$ cat src/include/mfr_pkg.sv
/*
  Constants, register map, status word layout and state codes of the
  multi-frame receive buffer block.
  Assumes a 100 MHz core clock and a 13.56 MHz carrier.
*/
// What this block does
// - Multi-frame reception runs only when its enable bit is set and transceive starts.
// - After each frame but the eighth the receiver is re-enabled automatically in multi-frame mode.
// - Receive buffer splits into 32-byte sub-buffers, at most 8 frames per cycle.
// - Frame n is stored at buffer address 32 times n, first frame at 0.
// - At most 28 payload bytes of a frame enter its sub-buffer.
// - Status word lands in bytes 28 to 31; gap bytes stay unwritten.
// - Status holds byte count, crc, short, collision, length flags, summary as OR.
// - Length fault when length byte exceeds 28 or fewer bytes arrive than announced.
// - Reserved status bits are written as zero.
// - Good crc, no collision and matching length store data with a clean status.
// - Bad crc with matching length stores data, sets summary and crc flags.
// - Length byte above 28 stores no payload, only a status with length fault.
// - Length byte up to 28 but above received count stores data and sets short frame flag.
// - Receive-done flag is set once for every received frame.
// - Frame count field is published at the end of reception.
// - After the eighth frame the block leaves and waits for the next send.
// - The idle command aborts the cycle and stops receiving.
// - Frame count field clears when a new reception cycle starts.
// - Receiver off-time between frames is at least 2 carrier cycles, under 2 us.
package mfr_pkg;
  // Register byte addresses
  localparam logic [8:0] MFR_CTRL_OFS    = 9'h000;
  localparam logic [8:0] MFR_CMD_OFS     = 9'h004;
  localparam logic [8:0] MFR_IRQ_OFS     = 9'h008;
  localparam logic [8:0] MFR_RXSTAT_OFS  = 9'h00c;
  localparam logic [8:0] MFR_BUF_BASE    = 9'h100;
  // Control and command bits
  localparam int MFR_CTRL_MULTI_BIT = 0;
  localparam int MFR_CMD_START_BIT  = 0;
  localparam int MFR_CMD_IDLE_BIT   = 1;
  localparam int MFR_IRQ_RXDONE_BIT = 0;
  // Receive status layout
  localparam int MFR_RXST_NUM_LSB  = 0;
  localparam int MFR_RXST_LIVE_LSB = 8;
  localparam int MFR_RXST_FSM_LSB  = 16;
  // Buffer geometry
  localparam int         MFR_SUB_BYTES   = 32;
  localparam int         MFR_MAX_FRAMES  = 8;
  localparam logic [7:0] MFR_MAX_PAYLOAD = 8'h1c;
  localparam logic [4:0] MFR_STAT_POS    = 5'h1c;
  localparam int         MFR_BUF_BYTES   = MFR_SUB_BYTES * MFR_MAX_FRAMES;
  // Status word fields
  localparam int MFR_ST_CNT_LSB  = 0;
  localparam int MFR_ST_SUM_BIT  = 8;
  localparam int MFR_ST_CRC_BIT  = 9;
  localparam int MFR_ST_SHRT_BIT = 10;
  localparam int MFR_ST_COLL_BIT = 11;
  localparam int MFR_ST_LEN_BIT  = 12;
  localparam int MFR_ST_RSV_LSB  = 13;
  // Reset values
  localparam logic [3:0] MFR_FRAMES_RST = 4'h0;
  // Re-arm gap: two carrier periods rounded up to core clock cycles
  localparam int         MFR_CLK_PS      = 10000;
  localparam int         MFR_CARRIER_PS  = 73746;
  localparam int         MFR_GAP_MAX_NS  = 2000;
  localparam int         MFR_REARM_CYC   = (2 * MFR_CARRIER_PS + MFR_CLK_PS - 1) / MFR_CLK_PS;
  localparam int         MFR_GAP_MAX_CYC = (MFR_GAP_MAX_NS * 1000) / MFR_CLK_PS;
  localparam logic [7:0] MFR_GAP_LOAD    = 8'(MFR_REARM_CYC - 2);

  typedef enum logic [4:0] {
    MFR_S_IDLE  = 5'h01,
    MFR_S_RECV  = 5'h02,
    MFR_S_STAT  = 5'h04,
    MFR_S_GAP   = 5'h08,
    MFR_S_AWAIT = 5'h10
  } mfr_state_t;
endpackage

$ cat src/include/mfr_buf_if.sv
/*
  Connection between the frame controller and the receive buffer memory.
  Assumes one clock shared by both ends.
*/
`timescale 1ns/1ps
interface mfr_buf_if;
  logic        byte_we;    // Payload byte write
  logic [7:0]  byte_addr;  // Payload byte address
  logic [7:0]  byte_data;  // Payload byte
  logic        word_we;    // Status word write
  logic [2:0]  word_idx;   // Sub-buffer of the status word
  logic [31:0] word_data;  // Status word
  logic        rd_en;      // Host word read
  logic [5:0]  rd_idx;     // Host word index
  logic [31:0] rd_data;    // Read word, one cycle after rd_en
  modport ctl (output byte_we, byte_addr, byte_data, word_we, word_idx, word_data, rd_en, rd_idx,
               input rd_data);
  modport mem (input byte_we, byte_addr, byte_data, word_we, word_idx, word_data, rd_en, rd_idx,
               output rd_data);
endinterface

$ cat src/hdl/mfr_rx_buf.sv
/*
  Receive buffer: byte writes for payload, word writes for status words,
  word reads for the host. Assumes synchronous single-clock use.
*/
`timescale 1ns/1ps
module mfr_rx_buf
  import mfr_pkg::*;
(
  input  wire logic core_clk_i,  // Core clock
  input  wire logic rst_n_i,     // Synchronised reset, active low
  mfr_buf_if.mem    bus          // Controller side
);
  typedef struct packed {
    logic [31:0] rdata;
  } mfr_buf_st_t;

  logic [7:0]  mem_q [MFR_BUF_BYTES];
  mfr_buf_st_t st_r;
  mfr_buf_st_t st_nxt;

  // Read word assembly, little endian
  always_comb
  begin
    st_nxt = st_r;
    if (bus.rd_en)
    begin
      for (int k = 0; k < 4; k++)
        st_nxt.rdata[8*k +: 8] = mem_q[{bus.rd_idx, 2'(k)}];
    end
  end

  always_ff @(posedge core_clk_i or negedge rst_n_i)
  begin
    if (!rst_n_i)
      st_r <= '0;
    else
      st_r <= st_nxt;
  end

  // Memory writes; contents are not reset, unwritten bytes stay undefined
  always_ff @(posedge core_clk_i)
  begin
    if (bus.byte_we)
      mem_q[bus.byte_addr] <= bus.byte_data;
    if (bus.word_we)
    begin
      for (int k = 0; k < 4; k++)
        mem_q[{bus.word_idx, MFR_STAT_POS[4:2], 2'(k)}] <= bus.word_data[8*k +: 8];
    end
  end

  assign bus.rd_data = st_r.rdata;
endmodule

$ cat src/hdl/mfr_rx_top.sv
/*
  Multi-frame receive controller: collects timeslot responses into
  32-byte sub-buffers, writes status words, counts frames, re-arms the
  receiver. Assumes a byte stream from the demodulator synchronous to
  core_clk_i and a one-cycle register port from the host side.
*/
// Design decisions made here: the register addresses and strobed register access.
`timescale 1ns/1ps
module mfr_rx_top
  import mfr_pkg::*;
(
  input  wire logic        core_clk_i,      // 100 MHz core clock
  input  wire logic        resetn_i,        // Asynchronous reset, active low
  input  wire logic [8:0]  reg_addr_i,      // Register byte address
  input  wire logic [31:0] reg_wdata_i,     // Write data
  input  wire logic        reg_wr_i,        // Write strobe
  input  wire logic        reg_rd_i,        // Read strobe
  output logic      [31:0] reg_rdata_o,     // Read data, cycle after strobe
  input  wire logic        rx_byte_valid_i, // Demodulated byte valid
  input  wire logic [7:0]  rx_byte_i,       // Demodulated byte
  input  wire logic        rx_frame_end_i,  // End of frame pulse
  input  wire logic        rx_crc_ok_i,     // CRC result at frame end
  input  wire logic        rx_collision_i,  // Collision seen in frame
  output logic             rx_enable_o,     // Receiver enable
  output logic             rx_active_o      // Reception cycle in progress
);
  import mfr_pkg::*;

  typedef struct packed {
    mfr_state_t  fsm;
    logic        multi_en;
    logic        multi_on;
    logic [3:0]  frames;
    logic [3:0]  num_frames;
    logic        rx_done;
    logic [7:0]  rcv_cnt;
    logic [7:0]  len;
    logic        len_big;
    logic        crc_bad;
    logic        coll;
    logic [7:0]  gap;
    logic [31:0] rdata;
    logic        rd_buf;
    logic [7:0]  off_cnt;
  } mfr_top_st_t;

  logic        rst_meta_r;
  logic        rst_n_r;
  mfr_top_st_t st_r;
  mfr_top_st_t st_nxt;
  logic        cmd_start;
  logic        cmd_idle;
  logic        store_ok;
  logic        short_f;
  logic        len_f;
  logic        sum_f;
  logic [31:0] status_w;
  mfr_buf_if   buf_if ();

  // Buffer window decode
  function automatic logic in_buf(input logic [8:0] a);
    return a[8];
  endfunction

  // Register write to one offset
  function automatic logic wr_hit(input logic wr, input logic [8:0] a, input logic [8:0] ofs);
    return wr && a == ofs;
  endfunction

  // States in which no reception cycle runs
  function automatic logic is_rest(input mfr_state_t s);
    return s == MFR_S_IDLE || s == MFR_S_AWAIT;
  endfunction

  // Reset release through two flip-flops
  always_ff @(posedge core_clk_i or negedge resetn_i)
  begin
    if (!resetn_i)
    begin
      rst_meta_r <= 1'b0;
      rst_n_r    <= 1'b0;
    end
    else
    begin
      rst_meta_r <= 1'b1;
      rst_n_r    <= rst_meta_r;
    end
  end

  // Command decode; idle wins over start
  assign cmd_idle  = wr_hit(reg_wr_i, reg_addr_i, MFR_CMD_OFS) && reg_wdata_i[MFR_CMD_IDLE_BIT];
  assign cmd_start = wr_hit(reg_wr_i, reg_addr_i, MFR_CMD_OFS) && reg_wdata_i[MFR_CMD_START_BIT] && !cmd_idle;

  // Payload kept only below byte 28 and while length byte allows it
  assign store_ok = rx_byte_valid_i && st_r.rcv_cnt < MFR_MAX_PAYLOAD
                    && ((st_r.rcv_cnt == 8'h00) ? rx_byte_i <= MFR_MAX_PAYLOAD : !st_r.len_big);

  // Status word of the finished frame
  assign short_f = !st_r.len_big && st_r.rcv_cnt < st_r.len;
  assign len_f   = st_r.len_big || st_r.rcv_cnt < st_r.len;
  assign sum_f   = st_r.crc_bad || short_f || st_r.coll;
  always_comb
  begin
    status_w = '0;
    status_w[MFR_ST_CNT_LSB +: 8] = st_r.rcv_cnt;
    status_w[MFR_ST_SUM_BIT]      = sum_f;
    status_w[MFR_ST_CRC_BIT]      = st_r.crc_bad;
    status_w[MFR_ST_SHRT_BIT]     = short_f;
    status_w[MFR_ST_COLL_BIT]     = st_r.coll;
    status_w[MFR_ST_LEN_BIT]      = len_f;
  end

  // Buffer port: payload at 32 * frames + byte index, status at bytes 28..31
  assign buf_if.byte_we   = st_r.fsm == MFR_S_RECV && store_ok;
  assign buf_if.byte_addr = {st_r.frames[2:0], st_r.rcv_cnt[4:0]};
  assign buf_if.byte_data = rx_byte_i;
  assign buf_if.word_we   = st_r.fsm == MFR_S_STAT;
  assign buf_if.word_idx  = st_r.frames[2:0];
  assign buf_if.word_data = status_w;
  assign buf_if.rd_en     = reg_rd_i && in_buf(reg_addr_i);
  assign buf_if.rd_idx    = reg_addr_i[7:2];

  mfr_rx_buf u_buf (
    .core_clk_i (core_clk_i),
    .rst_n_i    (rst_n_r),
    .bus        (buf_if.mem)
  );

  // Next-state logic: reception sequence and register file
  always_comb
  begin
    st_nxt       = st_r;
    st_nxt.rdata = '0;
    st_nxt.rd_buf = reg_rd_i && in_buf(reg_addr_i);
    // Cycles with the receiver off, saturating; feeds the re-arm gap check
    st_nxt.off_cnt = (st_r.fsm == MFR_S_RECV) ? 8'h00
                     : st_r.off_cnt + {7'h00, st_r.off_cnt != 8'hff};
    // Register writes
    if (wr_hit(reg_wr_i, reg_addr_i, MFR_CTRL_OFS))
      st_nxt.multi_en = reg_wdata_i[MFR_CTRL_MULTI_BIT];
    if (wr_hit(reg_wr_i, reg_addr_i, MFR_IRQ_OFS) && reg_wdata_i[MFR_IRQ_RXDONE_BIT])
      st_nxt.rx_done = 1'b0;
    // Register reads
    if (reg_rd_i && !in_buf(reg_addr_i))
    begin
      case (reg_addr_i)
        MFR_CTRL_OFS:   st_nxt.rdata[MFR_CTRL_MULTI_BIT] = st_r.multi_en;
        MFR_IRQ_OFS:    st_nxt.rdata[MFR_IRQ_RXDONE_BIT] = st_r.rx_done;
        MFR_RXSTAT_OFS:
        begin
          st_nxt.rdata[MFR_RXST_NUM_LSB +: 4]  = st_r.num_frames;
          st_nxt.rdata[MFR_RXST_LIVE_LSB +: 4] = st_r.frames;
          st_nxt.rdata[MFR_RXST_FSM_LSB +: 5]  = st_r.fsm;
        end
        default:        st_nxt.rdata = '0;
      endcase
    end
    // Frame sequencing
    case (st_r.fsm)
      MFR_S_IDLE, MFR_S_AWAIT:
      begin
        if (cmd_start)
        begin
          st_nxt.fsm        = MFR_S_RECV;
          st_nxt.multi_on   = st_r.multi_en;
          st_nxt.frames     = MFR_FRAMES_RST;
          st_nxt.num_frames = MFR_FRAMES_RST;
          st_nxt.rcv_cnt    = '0;
          st_nxt.len_big    = 1'b0;
          st_nxt.len        = '0;
        end
      end
      MFR_S_RECV:
      begin
        if (rx_byte_valid_i)
        begin
          if (st_r.rcv_cnt == 8'h00)
          begin
            st_nxt.len     = rx_byte_i;
            st_nxt.len_big = rx_byte_i > MFR_MAX_PAYLOAD;
          end
          if (st_r.rcv_cnt != 8'hff)
            st_nxt.rcv_cnt = st_r.rcv_cnt + 8'h01;
        end
        if (rx_frame_end_i)
        begin
          st_nxt.fsm     = MFR_S_STAT;
          st_nxt.crc_bad = !rx_crc_ok_i;
          st_nxt.coll    = rx_collision_i;
        end
      end
      MFR_S_STAT:
      begin
        st_nxt.frames  = st_r.frames + 4'h1;
        st_nxt.rcv_cnt = '0;
        st_nxt.len     = '0;
        st_nxt.len_big = 1'b0;
        st_nxt.gap     = MFR_GAP_LOAD;
        if (st_r.multi_on && st_r.frames < 4'(MFR_MAX_FRAMES - 1))
          st_nxt.fsm = MFR_S_GAP;
        else
        begin
          st_nxt.fsm        = MFR_S_AWAIT;
          st_nxt.num_frames = st_r.frames + 4'h1;
        end
      end
      MFR_S_GAP:
      begin
        if (st_r.gap == 8'h00)
          st_nxt.fsm = MFR_S_RECV;
        else
          st_nxt.gap = st_r.gap - 8'h01;
      end
      default: st_nxt.fsm = MFR_S_IDLE;
    endcase
    // Every status write is one received frame; set wins over a clear
    if (st_r.fsm == MFR_S_STAT)
      st_nxt.rx_done = 1'b1;
    // Abort: stop receiving, publish what was collected
    if (cmd_idle)
    begin
      st_nxt.fsm = MFR_S_IDLE;
      if (!is_rest(st_r.fsm))
        st_nxt.num_frames = (st_r.fsm == MFR_S_STAT) ? st_r.frames + 4'h1 : st_r.frames;
    end
  end

  // State register
  always_ff @(posedge core_clk_i or negedge rst_n_r)
  begin
    if (!rst_n_r)
    begin
      st_r     <= '0;
      st_r.fsm <= MFR_S_IDLE;
    end
    else
      st_r <= st_nxt;
  end

  // Outputs
  assign reg_rdata_o = st_r.rd_buf ? buf_if.rd_data : st_r.rdata;
  assign rx_enable_o = st_r.fsm == MFR_S_RECV;
  assign rx_active_o = !is_rest(st_r.fsm);
endmodule

$ cat config.mk
export PLATFORM = sky130hd
export DESIGN_NAME = mfr_rx_top
export DESIGN_NICKNAME = d
export VERILOG_FILES = /design/src/include/mfr_pkg.sv /design/src/include/mfr_buf_if.sv /design/src/hdl/mfr_rx_buf.sv /design/src/hdl/mfr_rx_top.sv
export SDC_FILE = /design/constraint.sdc
export NUM_CORES = 2
export LEC_CHECK = 0
export BUFFER_PORTS_ARGS = -buffer_cell sky130_fd_sc_hd__clkbuf_2
export CORE_MARGIN = 5
export CORE_UTILIZATION = 40
export DETAILED_ROUTE_END_ITERATION = 8
export HOLD_SLACK_MARGIN = 0.02
export SLEW_MARGIN = 20
export SYNTH_ARGS = -nofsm -noshare
export SYNTH_HDL_FRONTEND = slang
export SYNTH_SLANG_ARGS = --single-unit
$ cat constraint.sdc
create_clock -name core_clk_i -period 3.1 [get_ports core_clk_i]
set_input_delay 0.155 -clock core_clk_i [delete_from_list [all_inputs] [get_ports core_clk_i]]
set_output_delay 0.155 -clock core_clk_i [all_outputs]
set_load 0.02 [all_outputs]
After elaboration in Yosys (flattened, before gate mapping) --
Memory sizes are Yosys's and may differ from the RTL's. A register that Yosys moved wholly into a read port is not among the register bits. Index checks and enable logic that the tools add are counted. W data, S select, Z words.
Word-level totals: memories 1, RAM bits 2048, output and inout port bits 34, word-level logic and storage cells 120, register bits 78, input bits 57
Memory list:
- u_buf.mem_q | depth 256, bits a word 8, rd ports 4, clocked after memory_dff 4, write ports 4, line mfr_rx_buf.sv:17 | logic [7:0] mem_q [MFR_BUF_BYTES];
Operators by class: magnitude comparators 5, add/subtract/negate cells 3, muxes and demuxes 35, equality and inequality tests 17, reductions and logical operators 43
Operator list (number):
- $pmux W17 S3 | 1
- $mux W8 | 5
- $mux W17 | 2
- $mux W32 | 1
- $pmux W8 S2 | 2
- $mux W5 | 6
- $mux W21 | 1
- $mux W4 | 5
- $pmux W5 S4 | 1
- $eq A9 B4 Y1 const B | 2
- $logic_not A8 Y1 | 2
- $logic_and A1 B1 Y1 | 14
- $eq A9 B3 Y1 const B | 1
- $logic_not A1 Y1 | 9
- $logic_not A9 Y1 | 1
- $mux W9 | 1
- $add A8 B1 Y8 const B | 1
- $gt A8 B5 Y1 const B | 1
- $le A8 B5 Y1 const B | 1
- $lt A8 B5 Y1 const B | 1
- $lt A8 B8 Y1 | 1
- $mux W1 | 8
- $ne A8 B8 Y1 const B | 1
- $reduce_and A2 Y1 | 4
- other kinds (21) | 31

Depth between registers and ports, before layout --
depth after elaboration 9, gate-level depth with buffers 11

By module --
Synthesis repeated with hierarchy kept, for this count alone.
Second synthesis, totals: cell total of the unflattened synthesis 5200, area, all modules 86711.9 um2
By module, submodules not included:
- mfr_rx_buf | area each 83219.8 um2, cells each 4847, times used 1, sequential area each 62299.8 um2
- mfr_rx_top | area each 3492.1 um2, cells each 353, times used 1, sequential area each 1477.7 um2

Least setup slack after synthesis --
Ideal clock, no wire load.
kind reg2reg, start point reg st_r (netlist bit buf_if.byte_addr[0]), end point mem u_buf.mem_q[144][0], enable pin, path slack 0.139 ns, library setup time 0.370 ns, cell stages (with the launch flop) 10, arrival 2.591 ns, buffers on the path 2, required time 2.730 ns, clock period less this slack 2.961 ns, cells stage by stage dfrtp_1 -> inv_1 -> ha_1 -> nand3b_1 -> mux2_2 -> nor3b_2 -> buf_4 -> nand3_1 -> buf_2 -> nor2_1
RTL lines:
- start, declared | line mfr_rx_top.sv:49 | mfr_top_st_t st_r;
- start signal, assigned | line mfr_rx_top.sv:237 | st_r <= st_nxt;
- end, declared | line mfr_rx_buf.sv:17

==> flow_summary.yaml <==
floorplan:
  core_area_um2: 209200
  rows: 168
  start_util_pct: 40.08
  die_w_um: 467.8
  dieArea_um2: 218800
  ioPinCount: 91
  fp.dieH_um: 467.8
pwr:
  ir_worst_vdd_uv: 614.6
  p_leak_uw: 0.03315
  p_per_area_nw_per_um2: 638.2
  fin_total_pwr_uw: 62810
grt:
  grt_antenna_before_repair: 10
  use_met3_pct: 3.743
  grt_max_degree: 137
  grt.overflow.total: 0
  busiest_layer: "met2"
  grt_use_met2_pct: 33.71
  grt_pass1_wl_um: 339100
  track_usage_pct: 21.60
  grt_use_met1_pct: 31.13
  grt_pass1_vias: 45360
yosys:
  synth-edff-count: 1896
  synth_cells: 4369
  yosysSeqAreaShare_pct: 74.27
  ys_ff_latch: 2139
  synth_flop_cell: "edfxtp_1"
  yosysWarningCount: 0
  syn_avg_cell_area_um2: 19.19
  synth_fp_nets: 4441
  ys_types: 68
  synth-async-reset-ratio_pct: 4.254
  syn-cell-area_um2: 83820
route:
  routed_wl_um: 238200
  drt-vias-per-instance: 5.726
  vias: 45420
  wl_per_cell_um: 30.03
  drtIter0Drc: 5661
  ant_nets: 0
  first_pass_iters: 6
  drc: 0
sta:
  skew_ns: 0.03383
  clock.fmax_mhz: 348.3
  tightest_slew_ns: 1.108
  setup_viol: 0
  setup_tns_ns: 0
  fin_crit_ns: 2.871
  rsz0062_at_grt: "false"
  timing.final.max_slew_violations: 0
  finalWorstSetupSlack_ns: 0.2286
  post-route-period-util_pct: 92.62
  hold_viol: 0
  slew_headroom_pct: 26.12
placed_design:
  gp_congestion: 0.8550
  place_ws_ns: 0.3120
  hpwl_um: 151200
  portBuffers: 60
setup_path:
  cp_slowest_cell: "dlygate4sd3_1"
  max_stage_delay_ns: 0.56
  worstPathArrival_ns: 3.41
  cpMostUsedCell: "buf_4"
  crit_chain: "dlygate4sd3_1 > clkbuf_8 > nor3_1 > dlygate4sd3_1 > buf_4 > nand2_1 > mux2_2 > nor3b_2 > buf_4 > nand4_1 > buf_4 > nor2_1 > buf_4"
  crit_fanout: 16
  worst_setup_path_start_kind: "primary input"
  cp-end-kind: "flip-flop"
  crit_type: "primary input to flip-flop"
  critPathRequiredTime_ns: 3.64
clocking:
  cts_tree: "done"
  htree_levels: 4
  clk_pin_slew_ns: 0.06
  cts.sinks: 2139
  cts-root-buf: "clkbuf_16"
  ctsResizeCount: 0
  clock_path_buffers: 3
  cts_made_buffers: 210
  clock_latency_ns: 0.85
layout:
  layout-drive-gt1-share_pct: 29.64
  nets: 5009
  syn2layout_area_growth_pct: 17.41
job:
  cap_violations: 0
status:
  outcome: "complete, no violations"
min_path:
  min_path_type: "primary input to flip-flop"
-- worst paths after layout --
path	from	end	slack, ns	cells after the start
hold / removal	rx_byte_i[5]	u_buf.mem_q[57][5]	0.03	2
hold reg to reg	rst_meta_r	rst_n_r	0.35	0
min in group asynchronous	resetn_i	rst_n_r	0.16	3
max in group asynchronous	rst_n_r	st_r[8]	1.83	1
setup reg to reg	st_r[83]	u_buf.mem_q[126][2]	0.27	7
setup / recovery	rx_byte_i[7]	u_buf.mem_q[45][0]	0.23	13
-- critical path: cells and delay by family --
kind / cells / cell delay [ns]
buf+inv: 7 / 2.06
mux: 1 / 0.32
simple gates: 5 / 0.85
-- registers in the layout (all words and copies together), names as in the netlist --
signal,flops
rst_n_r,1
rst_meta_r,1
st_r,44
buf_if.word_data,5
u_buf.mem_q,2048
buf_if.byte_addr,8
u_buf.bus.rd_data,32
-- cells by family after synthesis --
group / share of synthesized area (%)
buffers and inverters: 1.635
adders and majority gates: 0.2239
muxes: 16.34
xor gates and xnor gates: 0.1149
and+or+nand+nor: 4.780
other: 0.004474
DFF: 74.27
AOI/OAI and AO/OA: 2.630
-- metal layers --
layer  up-vias  share of wire [%]  wire length (µm)
li1      18670                  -                 -
met1     24270                 42             99960
met2      2074                 47            111600
met3       404                7.8             18600
met4         4                3.4              7995
met5         -              0.017                41
-- stage by stage --
stage / util [%] / instance area [µm²] / cells / hold slack (ns)
after global routing: 47.05 / 98400 / 7927 / 0.02743
after CTS: 47.05 / 98400 / 7927 / 0.03039
after global placement: 43.65 / 91300 / 7503 / -0.05775
after floorplan: - / 83820 / 4369 / -0.1406
after detailed placement: 43.65 / 91300 / 7503 / -0.05768
final: 47.05 / 98410 / 7933 / 0.02535
-- where the power goes --
group	total (µW)	switching [µW]	internal, µW
logic	5490	3660	1840
clock network	25300	11100	14300
registers	32000	365	31600
total	62800	15100	47700
-- placed cells by master, fill, tap and decap left out, types with 22 or more instances in the layout --
cell type | netlist | layout
dfxtp_1 | 152 | 152
nand2_1 | 212 | 212
clkinv_1 | 2 | 26
buf_12 | 0 | 54
dfrtp_1 | 90 | 88
o21ai_0 | 69 | 69
nor2b_1 | 39 | 36
mux2i_1 | 114 | 114
edfxtp_1 | 1896 | 1896
o22ai_1 | 25 | 25
clkbuf_16 | 0 | 211
nor2_1 | 299 | 297
nor3_1 | 31 | 31
clkinv_2 | 0 | 40
nand3_1 | 54 | 52
a22oi_1 | 31 | 31
a22o_1 | 22 | 22
and2_1 | 168 | 167
inv_1 | 39 | 38
dlygate4sd3_1 | 0 | 27
clkbuf_8 | 0 | 30
mux2_2 | 63 | 63
clkbuf_2 | 0 | 48
a21oi_1 | 75 | 75
clkbuf_1 | 128 | 65
buf_4 | 21 | 483
mux4_2 | 526 | 526
-- cells in the mapped netlist, drive strengths merged (7+ instances only) --
cell       n  area (µm²)
edfxtp  1896       56930
mux4     526       11850
nor2     299        1122
nand2    212       795.8
and2     168        1051
dfxtp    152        3043
buf      141       724.4
clkbuf   128       480.5
mux2i    114        1141
dfrtp     90        2252
a21oi     75       375.4
o21ai     71       355.3
mux2      63       709.4
nand3     54       270.3
inv       42       157.6
nor2b     39       244.0
a22oi     31       232.7
nor3      31       155.2
o22ai     25       156.4
a22o      22       192.7
a211oi    17       127.6
a221oi    16       140.1
a31oi     15       93.84
ha        15       187.7
o221ai    12       105.1
and3      10       62.56
xor2       8       70.07
nand4      7       43.79
-- final cells by class --
cell class                 count  area (µm²)
fill                       17320      110700
clock buffer                 298        5827
sequential                  2139       62260
tap                         2805        3510
clock inverter                99        1002
multi-input combinational   1917       20240
timing repair buffer         625        5395
antenna                        6       15.01
inverter                      44       167.7
-- timing repair --
item | CTS | global route
endpoints found under the hold margin | 135 | 0
buffers inserted | 0 | 0
hold buffers | 27 | 0
endpoints found under the setup margin | 0 | 0
Note: power is estimated with default switching activity, not from simulation.
